<file path="config.mk">
export PLATFORM = sky130hd
export DESIGN_NAME = sct_spi_timing
export DESIGN_NICKNAME = d
export VERILOG_FILES = /design/src/sct_pkg.sv /design/src/sct_buf_if.sv /design/src/sct_buf.sv /design/src/sct_spi_timing.sv
export SDC_FILE = /design/constraint.sdc
export NUM_CORES = 1
export LEC_CHECK = 0
export ABC_CLOCK_PERIOD_IN_PS = 2600
export BUFFER_PORTS_ARGS = -buffer_cell sky130_fd_sc_hd__buf_2
export CAP_MARGIN = 20
export CELL_PAD_IN_SITES_DETAIL_PLACEMENT = 1
export CELL_PAD_IN_SITES_GLOBAL_PLACEMENT = 1
export CORE_ASPECT_RATIO = 0.7
export CORE_MARGIN = 3
export CORE_UTILIZATION = 43
export DETAILED_ROUTE_END_ITERATION = 8
export GPL_TIMING_DRIVEN = 0
export HOLD_SLACK_MARGIN = 0.05
export PLACE_DENSITY = 0.77
export SETUP_SLACK_MARGIN = 0.02
export SYNTH_ARGS = -nofsm -noshare
export SYNTH_HDL_FRONTEND = slang
export SYNTH_SLANG_ARGS = --single-unit
</file>
<file path="constraint.sdc">
create_clock -name clock -period 2.6 [get_ports clock]
set_input_delay 0.78 -clock clock [delete_from_list [all_inputs] [get_ports clock]]
set_output_delay 0.78 -clock clock [all_outputs]
set_load 0.1 [all_outputs]
</file>
<file path="src/sct_pkg.sv">
// Constants and types shared by the SPI clock/timing block, its checker and its bench.
// Assumes one system clock; no other package is needed.
package sct_pkg;

  // ==========================================================================
  // Register map
  localparam logic [7:0] SCT_DIV_ADDR = 8'ha2;
  localparam logic [7:0] SCT_DIV_RESET = 8'h00;

  // ==========================================================================
  // Word and mode encodings
  localparam int SCT_WORD_BITS = 8;
  localparam logic [3:0] SCT_LAST_HALF = 4'hf;
  localparam logic [1:0] SCT_SEL_THREE_WIRE = 2'b00;
  localparam logic [1:0] SCT_SEL_FOUR_WIRE_SLAVE = 2'b01;

  // ==========================================================================
  // Timing, in core clock periods (8 ns at 125 MHz)
  localparam int SCT_CLK_PERIOD_PS = 8000;
  localparam int SCT_SEZ_MAX_CYCLES = 4;
  localparam int SCT_SDZ_MAX_CYCLES = 4;
  localparam int SCT_SOH_MAX_CYCLES = 4;
  localparam int SCT_SLH_MIN_CYCLES = 6;
  localparam int SCT_SLH_MAX_CYCLES = 8;
  // Edge detect plus load register add two cycles on top of the wait count
  localparam logic [3:0] SCT_SLH_WAIT =
    4'((SCT_SLH_MIN_CYCLES + SCT_SLH_MAX_CYCLES) / 2 - 2);

  typedef enum logic [2:0]
  {
    SCT_IDLE = 3'b001,
    SCT_SHIFT = 3'b010,
    SCT_GAP = 3'b100
  } sct_state_type;

endpackage

</file>
<file path="src/sct_buf_if.sv">
// Valid/ready carrier between the transfer engine and its word buffer.
// Assumes both ends share one clock.
`timescale 1ns/1ps

interface sct_buf_if #(parameter int WIDTH = 8);
  logic in_valid;
  logic in_ready;
  logic [WIDTH-1:0] in_data;
  logic out_valid;
  logic out_ready;
  logic [WIDTH-1:0] out_data;

  modport buf_side (input in_valid, input in_data, input out_ready,
                    output in_ready, output out_valid, output out_data);
  modport user_side (output in_valid, output in_data, output out_ready,
                     input in_ready, input out_valid, input out_data);
endinterface // sct_buf_if

</file>
<file path="src/sct_buf.sv">
// Small FIFO holding transmit words ahead of the shifter.
// Assumes a synchronous active-high reset and a clock enable that freezes it.
`timescale 1ns/1ps

module sct_buf #(
  parameter int WIDTH = 8,
  parameter int DEPTH = 2
) (
  // Clock and reset
  input wire logic clock,
  input wire logic sys_rst,
  input wire logic clk_en,
  // Buffer ports
  sct_buf_if.buf_side bif
);
  localparam int AW = (DEPTH > 1) ? $clog2(DEPTH) : 1;
  localparam int CW = $clog2(DEPTH + 1);
  localparam logic [AW-1:0] LAST_PTR = AW'(DEPTH - 1);
  localparam logic [CW-1:0] FULL_COUNT = CW'(DEPTH);

  logic [WIDTH-1:0] mem [DEPTH];
  logic [AW-1:0] wr_ptr_reg;
  logic [AW-1:0] rd_ptr_reg;
  logic [CW-1:0] count_reg;
  logic [CW-1:0] count_next;
  logic room_reg;
  logic empty_reg;
  logic push;
  logic pop;

  assign push = bif.in_valid & room_reg;
  assign pop = bif.out_ready & ~empty_reg;
  assign bif.in_ready = room_reg;
  assign bif.out_valid = ~empty_reg;
  assign bif.out_data = mem[rd_ptr_reg];

  always_comb
  begin
    count_next = count_reg;
    if (push & ~pop)
      count_next = count_reg + 1'b1;
    else if (pop & ~push)
      count_next = count_reg - 1'b1;
  end

  // ==========================================================================
  // Storage and pointers
  always_ff @(posedge clock)
  begin
    if (clk_en & push)
      mem[wr_ptr_reg] <= bif.in_data;
  end

  always_ff @(posedge clock)
  begin
    if (sys_rst)
    begin
      wr_ptr_reg <= '0;
      rd_ptr_reg <= '0;
      count_reg <= '0;
      // No room is offered while reset is held
      room_reg <= 1'b0;
      empty_reg <= 1'b1;
    end
    else if (clk_en)
    begin
      if (push)
        wr_ptr_reg <= (wr_ptr_reg == LAST_PTR) ? '0 : wr_ptr_reg + 1'b1;
      if (pop)
        rd_ptr_reg <= (rd_ptr_reg == LAST_PTR) ? '0 : rd_ptr_reg + 1'b1;
      count_reg <= count_next;
      // Flags registered so the ready seen outside is a flop
      room_reg <= (count_next != FULL_COUNT);
      empty_reg <= (count_next == '0);
    end
  end
endmodule // sct_buf

</file>
<file path="src/sct_spi_timing.sv">
// SPI serial clock generator and byte engine for master and slave roles.
// Assumes all pins are synchronous to clock and the pad logic resolves enables.
// Notes on behaviour
// - Master serial clock period is two times (divider plus one) core clocks.
// - Divider is used only in master role; slave follows external clock.
// - Clock polarity select one inverts idle and active clock levels.
// - Slave drives MISO within four core clocks after select falls.
// - Slave releases MISO within four core clocks after select rises.
// - Slave updates MISO within four core clocks of each shift edge.
// - Slave phase one changes MISO six to eight clocks after last edge.
// - Select mode 00 is three-wire, 01 four-wire slave with select input.
`timescale 1ns/1ps

module sct_spi_timing
  import sct_pkg::*;
#(
  parameter int BUF_DEPTH = 2
) (
  // Clock, reset, enable
  input wire logic clock,
  input wire logic sys_rst,
  input wire logic clk_en,
  // Special function register port
  input wire logic [7:0] sfr_addr,
  input wire logic sfr_wr,
  input wire logic [7:0] sfr_wdata,
  output logic [7:0] sfr_rdata,
  // Configuration
  input wire logic spi_enable,
  input wire logic master_select,
  input wire logic clock_polarity_select,
  input wire logic clock_phase_select,
  input wire logic [1:0] select_mode_bits,
  // Transmit words in
  input wire logic tx_valid,
  input wire logic [7:0] tx_data,
  output logic tx_ready,
  // Received words out
  output logic rx_valid,
  output logic [7:0] rx_data,
  output logic xfer_busy,
  // Serial pins
  input wire logic sck_in,
  output logic sck_out,
  output logic sck_oe,
  input wire logic mosi_in,
  output logic mosi_out,
  output logic mosi_oe,
  input wire logic miso_in,
  output logic miso_out,
  output logic miso_oe,
  input wire logic slave_select_n
);
  import sct_pkg::*;

  sct_buf_if #(.WIDTH(SCT_WORD_BITS)) bif ();

  sct_buf #(.WIDTH(SCT_WORD_BITS), .DEPTH(BUF_DEPTH)) u_buf (
    .clock(clock),
    .sys_rst(sys_rst),
    .clk_en(clk_en),
    .bif(bif.buf_side)
  );

  sct_state_type state_reg;
  logic [7:0] div_reg;
  logic [7:0] div_cnt_reg;
  logic [3:0] half_cnt_reg;
  logic [3:0] gap_cnt_reg;
  logic [7:0] shift_reg;
  logic samp_reg;
  logic data_out_reg;
  logic sck_out_reg;
  logic sck_prev_reg;
  logic sel_prev_reg;
  logic slave_sel;
  logic master_on;
  logic div_tick;
  logic edge_now;
  logic sample_edge;
  logic shift_edge;
  logic last_edge;
  logic in_bit;
  logic load_word;
  logic [7:0] load_data;

  assign bif.in_valid = tx_valid;
  assign bif.in_data = tx_data;
  assign tx_ready = bif.in_ready;
  assign sck_out = sck_out_reg;
  assign mosi_out = data_out_reg;
  assign miso_out = data_out_reg;

  // ==========================================================================
  // Role and edge decode
  assign master_on = spi_enable & master_select;
  // Three-wire slave is always selected while enabled
  assign slave_sel = spi_enable & ~master_select &
    ((select_mode_bits == SCT_SEL_THREE_WIRE) | ~slave_select_n);
  assign div_tick = master_on & (state_reg == SCT_SHIFT) & (div_cnt_reg == div_reg);
  // Slave edges rely on the peer honouring long clock phases
  assign edge_now = master_on ? div_tick :
    (slave_sel & (state_reg == SCT_SHIFT) & (sck_in != sck_prev_reg));
  // Even half periods end in a leading edge; phase one swaps sample and shift
  assign sample_edge = edge_now & (~half_cnt_reg[0] ^ clock_phase_select);
  assign shift_edge = edge_now & ~(~half_cnt_reg[0] ^ clock_phase_select);
  assign last_edge = edge_now & (half_cnt_reg == SCT_LAST_HALF);
  assign in_bit = master_on ? miso_in : mosi_in;
  assign load_data = bif.out_valid ? bif.out_data : 8'h00;

  always_comb
  begin
    load_word = 1'b0;
    unique case (state_reg)
      SCT_IDLE:
        load_word = (master_on & bif.out_valid) | (slave_sel & ~sel_prev_reg);
      SCT_SHIFT:
        load_word = slave_sel & last_edge & ~clock_phase_select;
      SCT_GAP:
        load_word = slave_sel & (gap_cnt_reg == SCT_SLH_WAIT);
    endcase
  end
  // Slave with an empty buffer sends zeros rather than stalling the peer
  assign bif.out_ready = load_word & clk_en;

  // ==========================================================================
  // Divider register
  always_ff @(posedge clock)
  begin
    if (sys_rst)
    begin
      div_reg <= SCT_DIV_RESET;
      sfr_rdata <= 8'h00;
    end
    else if (clk_en)
    begin
      if (sfr_wr & (sfr_addr == SCT_DIV_ADDR))
        div_reg <= sfr_wdata;
      sfr_rdata <= (sfr_addr == SCT_DIV_ADDR) ? div_reg : 8'h00;
    end
  end

  // ==========================================================================
  // Serial clock generation
  always_ff @(posedge clock)
  begin
    if (sys_rst)
    begin
      div_cnt_reg <= 8'h00;
      sck_out_reg <= 1'b0;
      sck_oe <= 1'b0;
      mosi_oe <= 1'b0;
      miso_oe <= 1'b0;
    end
    else if (clk_en)
    begin
      // Counter only runs in master role, so a slave ignores the divider
      if (~master_on | (state_reg != SCT_SHIFT) | div_tick)
        div_cnt_reg <= 8'h00;
      else
        div_cnt_reg <= div_cnt_reg + 8'h01;
      if (~master_on | (state_reg != SCT_SHIFT))
        sck_out_reg <= clock_polarity_select;
      else if (div_tick)
        sck_out_reg <= ~sck_out_reg;
      sck_oe <= master_on;
      mosi_oe <= master_on;
      miso_oe <= slave_sel;
    end
  end

  // ==========================================================================
  // Input history for edge detection
  always_ff @(posedge clock)
  begin
    if (sys_rst)
    begin
      sck_prev_reg <= 1'b0;
      sel_prev_reg <= 1'b0;
    end
    else if (clk_en)
    begin
      sck_prev_reg <= sck_in;
      sel_prev_reg <= slave_sel;
    end
  end

  // ==========================================================================
  // Transfer engine
  always_ff @(posedge clock)
  begin
    if (sys_rst)
    begin
      state_reg <= SCT_IDLE;
      half_cnt_reg <= 4'h0;
      gap_cnt_reg <= 4'h0;
      shift_reg <= 8'h00;
      samp_reg <= 1'b0;
      data_out_reg <= 1'b0;
      rx_valid <= 1'b0;
      rx_data <= 8'h00;
      xfer_busy <= 1'b0;
    end
    else if (clk_en)
    begin
      rx_valid <= 1'b0;
      xfer_busy <= (state_reg != SCT_IDLE);
      unique case (state_reg)
        SCT_IDLE:
        begin
          if (load_word)
          begin
            shift_reg <= load_data;
            data_out_reg <= load_data[7];
            half_cnt_reg <= 4'h0;
            state_reg <= SCT_SHIFT;
          end
        end
        SCT_SHIFT:
        begin
          if (~master_on & ~slave_sel)
            state_reg <= SCT_IDLE;
          else if (edge_now)
          begin
            half_cnt_reg <= half_cnt_reg + 4'h1;
            if (sample_edge & clock_phase_select)
              shift_reg <= {shift_reg[6:0], in_bit};
            if (sample_edge & ~clock_phase_select)
              samp_reg <= in_bit;
            if (shift_edge & ~clock_phase_select)
            begin
              shift_reg <= {shift_reg[6:0], samp_reg};
              data_out_reg <= shift_reg[6];
            end
            if (shift_edge & clock_phase_select)
              data_out_reg <= shift_reg[7];
            if (last_edge)
            begin
              rx_valid <= 1'b1;
              rx_data <= clock_phase_select ? {shift_reg[6:0], in_bit} :
                {shift_reg[6:0], samp_reg};
              if (master_on)
                state_reg <= SCT_IDLE;
              else if (clock_phase_select)
              begin
                gap_cnt_reg <= 4'h0;
                state_reg <= SCT_GAP;
              end
              else
              begin
                // Back-to-back slave word: next byte ready on the same edge
                shift_reg <= load_data;
                data_out_reg <= load_data[7];
                half_cnt_reg <= 4'h0;
              end
            end
          end
        end
        SCT_GAP:
        begin
          if (~slave_sel)
            state_reg <= SCT_IDLE;
          else if (load_word)
          begin
            // Replace the held last bit now that the peer has had time to take it after the edge
            shift_reg <= load_data;
            data_out_reg <= load_data[7];
            half_cnt_reg <= 4'h0;
            state_reg <= SCT_SHIFT;
          end
          else
            gap_cnt_reg <= gap_cnt_reg + 4'h1;
        end
      endcase
    end
  end
endmodule // sct_spi_timing

</file>
# Word-level counts from Yosys, hierarchy flattened
# Memories as Yosys holds them, arrays and structs flattened. A register that Yosys moved wholly into a read port is not among the register bits.
# Index checks and enable logic that the tools add are counted.
[classes]
n_addsub = 7
n_eq_ne = 21
n_mux = 65
n_bitwise = 45
reduce_logical = 13
[ops]
columns = ["operator", "count"]
rows = [
  ["$mux 8", 12],
  ["$mux 4", 14],
  ["$and 1x1->1", 27],
  ["$mux 1", 24],
  ["$pmux 8 s3", 1],
  ["$mux 3", 7],
  ["$ne 2x2->1 const B", 8],
  ["$not 1->1", 13],
  ["$pmux 4 s3", 1],
  ["$reduce_and 5->1", 2],
  ["$ne 3x2->1 const B", 3],
  ["$pmux 3 s3", 1],
  ["$reduce_and 9->1", 1],
  ["$add 4x1->4 const B", 2],
  ["$add 8x1->8 const B", 1],
  ["$eq 8x8->1", 1],
  ["$eq 8x8->1 const B", 1],
  ["$pmux 4 s2", 1],
  ["$reduce_and 2->1", 4],
  ["$reduce_and 4->1", 2],
  ["$pmux 1 s3", 2],
  ["$eq 4x3->1 const B", 1],
  ["$eq 4x4->1 const B", 1],
  ["$logic_not 2->1", 2],
  ["13 further kinds", 19],
]
[totals]
regBits = 65
ram_bits = 16
input_bits = 39
memories = 1
[memory_table]
columns = ["name", "depth", "word_bits", "rd", "rd_clocked_by_memory_dff", "wr", "line", "source"]
rows = [
  ["u_buf.mem", 2, 8, 1, 1, 1, "sct_buf.sv:21", "logic [WIDTH-1:0] mem [DEPTH];"],
]

# Logic depth before layout (Yosys ltp)
[depth]
word_depth = 16
mapped_depth = 9
mapped_depth_nobuf = 8

# Hierarchy
# From an unflattened synthesis, not the netlist that was laid out.
[unflattened]
hier_cells = 448
hier_area_um2 = 4101.4
[by_module_without_submodules]
columns = ["module", "instances", "cells_per_inst", "area_each_um2", "seq_area_each_um2"]
rows = [
  ["sct_spi_timing", 1, 380, 3161.8, 1181.1],
  ["sct_buf", 1, 68, 939.7, 620.6],
]

# Least setup slack after synthesis
# Ideal clock, no wire load.
[synth_path]
kind = "input-to-reg"
from = "input master_select"
to = "register u_buf.room_reg, in the netlist u_buf.bif.in_ready"
setup_ns = 0.088
t_arrival_ns = 2.301
t_required_ns = 2.512
path_slack_ns = 0.211
path_stages = 8
cell_sequence = "nand2b_1 nand2b_1 o221ai_1 and4b_1 buf_2 mux2i_1 nor2_1 nor4_2"
[synth_between]
elab_chain_len = 16
word_cells_on_any_way = 25
[synth_rtl]
columns = ["element", "line", "source"]
rows = [
  ["from (decl)", "sct_spi_timing.sv:30", "input wire logic master_select,"],
  ["$not 1->1", "sct_spi_timing.sv:98", "assign slave_sel = spi_enable & ~master_select &"],
  ["$and 1x1->1 (2 in a row)", "sct_spi_timing.sv:98", ""],
  ["$and 1x1->1 (2 in a row)", "sct_spi_timing.sv:103", "(slave_sel & (state_reg == SCT_SHIFT) & (sck_in != sck_prev_reg));"],
  ["$mux 1", "sct_spi_timing.sv:102", "assign edge_now = master_on ? div_tick :"],
  ["$and 1x1->1", "sct_spi_timing.sv:107", "assign last_edge = edge_now & (half_cnt_reg == SCT_LAST_HALF);"],
  ["$and 1x1->1 (2 in a row)", "sct_spi_timing.sv:118", "load_word = slave_sel & last_edge & ~clock_phase_select;"],
  ["$pmux 1 s3 (*)", "sct_spi_timing.sv:114", "unique case (state_reg)"],
  ["$and 1x1->1 (*)", "sct_spi_timing.sv:124", "assign bif.out_ready = load_word & clk_en;"],
  ["$and 1x1->1 (*)", "sct_buf.sv:32", "assign pop = bif.out_ready & ~empty_reg;"],
  ["$and 1x1->1 or $not 1->1 (tied branches)", "sct_buf.sv:42, sct_buf.sv:40", ""],
  ["$mux 2 or $and 1x1->1 (tied branches)", "sct_buf.sv:42, sct_buf.sv:40", ""],
  ["$mux 2 (*)", "sct_buf.sv:40", "if (push & ~pop)"],
  ["$ne 2x2->1 (*)", "sct_buf.sv:73", "room_reg <= (count_next != FULL_COUNT);"],
  ["to (signal assigned)", "sct_buf.sv:73", ""],
  ["to (decl)", "sct_buf.sv:26", "logic room_reg;"],
]
# Every way passes the cells marked *; elsewhere a longest branch is shown, timed or not.
# A chain may end at the register's enable or synchronous reset.

# Worst setup path after layout
# Ends and elaborated chain as after synthesis.

==> results.txt <==
- The setup check on the worst reg-to-reg path leaves a slack of 0.17 ns.
* Number of rows created at floorplan: 28
- Summing internal, switching and leakage power gives 2910 µW.
- Yosys mapped the design onto 58 distinct sky130hd cell types.
- Of the synthesized area, sequential elements account for 0.474.
- Via count of the first global-routing pass: 3522
* Finished Cell Area: 4700 µm²
- Once placement finished, the instance area stood at 4260 µm².
* Die area: 10000 µm²
- Worst Min Path Start: shift_reg[7]
* Global route overflow: 0
- Mapped cell area: 3800 µm²
* Final-stage net count: 525
- The clock reaches the later pin of the worst-skew pair after 0.35 ns.
- In the final routed layout, each cell accounts on average for 19.0 µm.
- Cell accounting for the most synthesized area: sky130_fd_sc_hd__dfxtp_1
* Number of clock sinks: 82
* Share of the clock period used by the worst path after layout: 0.943
- The flow ran to the end, and the final reports show no timing, DRC or antenna violations.
- Number of flip-flops under the largest register name: 16
* Count of maximum capacitance violations: 0
- Critical path required time: 2.85 ns
- Critical register-to-register path endpoint: u_buf.bif.in_ready
- The number of nets handed over by synthesis was 449.
* Launch point of the worst reg-to-reg path: half_cnt_reg[0]
* Total vias in the final route: 3361
* Cell at the root of the clock tree: sky130_fd_sc_hd__clkbuf_16
* Antenna violations before repair: 0
* Core footprint: 8510 µm²
- The worst-case IR drop observed on VDD is 0.000411 V.
- Worst path setup slack after routing: 0.149 ns
* Crit end category: register
- Clock tree from TritonCTS: built
- Yosys warning count: 0
* Final weighted congestion of routability-driven global placement: 0.895
- Worst-path fanout max: 6
- Ranked by instance count, the synthesized netlist is headed by 66 x sky130_fd_sc_hd__dfxtp_1, 54 x sky130_fd_sc_hd__nor2_1, 30 x sky130_fd_sc_hd__a21oi_1, 26 x sky130_fd_sc_hd__mux2i_1, 24 x sky130_fd_sc_hd__nand2_1.
* Slew at the pin closest to its max-slew limit: 0.781 ns
* Detailed router's first-iteration violation count: 224
- In the final layout, the share of cells above drive strength 1 is 0.226.
- Worst Hold Path Cells: 2
- Number of max-slew violations in the final report: 0
* Count of input and output buffers: 62
* Final critical-path required period: 2.45 ns
* FF+latch count, synth: 82
* Critical path launch point type: input port
- Number of cells on the worst reg-to-reg path: 9
- Setup repair after global routing missed its margin: yes
- The first detailed-routing pass took 4 iterations.
- Worst slew margin relative to its limit: 0.478
- Initial Util: 0.446
- Power spread over the standard cell area amounts to 619 nW/µm².
- For the final database, setup skew stands at 0.0102 ns.
- Sorting the synthesized cells by area gives the leading types as sky130_fd_sc_hd__dfxtp_1 35%, sky130_fd_sc_hd__edfxtp_1 13%, sky130_fd_sc_hd__mux2i_1 6.8%.
- Once placement completed, the tool counted placed cells totaling 587.
- The repair_antennas step left the layout with diodes totalling 0.
- Bufs on Longest Clock Path: 2
- The worst hold path belongs to the class reg -> reg.
- The first global-routing pass estimated 18.5 mm of wire.
- After filler insertion, the fill cell instance count of the layout stands at 1004.
- Number of antenna-violating nets in the routed design: 0
- Mean instance size in the synthesized netlist: 9.38 µm²
- Number of setup violations in the final report: 0
* Post-synth ARST share: 0
* Static Leakage: 0.00182 µW
- In the global route stage, overall resource usage came out at 0.234.
- From left edge to right edge, the die measures 118 µm.
* Number of primary I/O pins: 64
- OpenSTA, run right after detailed placement, puts the worst setup slack at -0.385 ns.
* H-tree Lvls: 3
- For hold timing, the worst endpoint is shift_reg[7].
- Most common cell in the synthesized netlist: sky130_fd_sc_hd__dfxtp_1
- Synthesis produced 405 cells.
- At the worst endpoint, the arrival time is 2.70 ns.
- Clock-pin slew of the registers on the worst-case setup and hold paths: 0.07 ns
- CP Class: in -> reg
- Number of hold violations in the final report: 0
* Via-to-Cell Ratio: 5.55
- In this run, CTS created clock tree buffers numbering 9.
- Die height: 84.7 µm
- For the final routed database, the setup TNS stands at 0 ns.
- For this run, design rule violations remaining after detail routing come to 0.
- The HPWL after detailed placement is 8.24 mm.
* Achievable Freq: 408 MHz
- Launching element of the worst setup path: master_select
- Wire length reported by the detailed router: 11.5 mm
- The area growth from synthesis to layout is 23.8%.
- The most used flip-flop cell after synthesis is sky130_fd_sc_hd__dfxtp_1.
* Maximum number of pins on one net before global-route repair: 17
- Number of flops mapped to enable cells by yosys: 16
- Register containing the most flip-flops in the final layout: u_buf.mem
- Fraction of post-synthesis cell area in the top cell type by area: 0.348
- Number of standard cells in the layout, taps in and fillers out: 606
-- logic make-up (layout without fill, tap and decap cells) --
logic type	count (synthesis)	count (layout)	synth area share
AO/OA/AOI/OAI	72	72	0.121
XOR/XNOR	26	26	0.0599
adder cells (fa/ha/maj)	5	5	0.0165
buffers and inverters	33	114	0.0372
flip-flops	82	82	0.474
multiplexers	28	28	0.0744
AND/OR/NAND/NOR	159	159	0.217
-- final cells by class --
| cell class | count | area (µm²) | share of cell area |
|---|---|---|---|
| buffer | 24 | 111 | 0.0237 |
| inverter | 9 | 33.8 | 0.00718 |
| sequential | 82 | 1800 | 0.383 |
| clock inverter | 7 | 81.3 | 0.0173 |
| tap | 120 | 150 | 0.0319 |
| clock buffer | 9 | 225 | 0.0479 |
| timing repair buffer | 65 | 334 | 0.0710 |
| multi-input combinational | 290 | 1970 | 0.418 |
-- routing by layer --
metal,vias to the layer above,track usage,share of wire
met5,-,0,0
met3,18,0.0492,0.045
met2,86,0.379,0.47
met4,0,0.0681,0.014
met1,1656,0.319,0.47
li1,1601,-,-
-- worst max path at each step --
stage,slack [ns],to,cells after the start
2_1_floorplan,0.21,u_buf.bif.in_ready,8
3_3_place_gp,-0.32,u_buf.bif.in_ready,9
3_5_place_dp,-0.39,shift_reg[1],9
4_1_cts,0.03,shift_reg[1],9
5_1_grt,-0.02,u_buf.bif.in_ready,9
6_report,0.15,u_buf.bif.in_ready,9
-- cell usage in the layout, fill, tap and decap left out, types with 7 or more instances in the layout --
cell type and instances:
sky130_fd_sc_hd__a21oi_1 30, sky130_fd_sc_hd__a22oi_1 8, sky130_fd_sc_hd__buf_2 63, sky130_fd_sc_hd__clkbuf_1 16, sky130_fd_sc_hd__clkbuf_16 9, sky130_fd_sc_hd__dfxtp_1 66, sky130_fd_sc_hd__edfxtp_1 16, sky130_fd_sc_hd__inv_1 9
sky130_fd_sc_hd__mux2i_1 25, sky130_fd_sc_hd__nand2_1 24, sky130_fd_sc_hd__nand2b_1 7, sky130_fd_sc_hd__nand3_1 19, sky130_fd_sc_hd__nor2_1 54, sky130_fd_sc_hd__nor3_1 11, sky130_fd_sc_hd__o21ai_0 9, sky130_fd_sc_hd__xor2_1 20
-- per-stage QoR --
step,utilization,hold slack (ns)
after floorplan,-,0.454
after global placement,0.500,0.464
after detailed placement,0.500,0.476
after CTS,0.540,0.485
after global routing,0.552,0.516
final,0.552,0.483
-- worst max-delay path, cell delays in order --
cell and delay (ns):
sky130_fd_sc_hd__buf_2 0.14, sky130_fd_sc_hd__nand2b_1 0.22, sky130_fd_sc_hd__nand2b_4 0.21, sky130_fd_sc_hd__o221ai_4 0.27, sky130_fd_sc_hd__and4b_1 0.26, sky130_fd_sc_hd__buf_2 0.22
sky130_fd_sc_hd__mux2i_2 0.27, sky130_fd_sc_hd__nor2_1 0.09, sky130_fd_sc_hd__nor4_2 0.23
-- power breakdown --
group	internal (µW)	leakage [µW]	switching (µW)	total, µW
clock	761	0.000153	563	1320
combinational	83.4	0.000988	171	255
sequential	1310	0.000679	19.2	1330
-- repair_timing --
action                                  CTS  global route
cloned                                    0             1
gates resized for setup                   3            17
endpoints found under the setup margin    5            21
pin swaps                                 1             4
hold buffers                              0             0
buffers inserted                          1             0
Power figures use the tool's default switching activity.
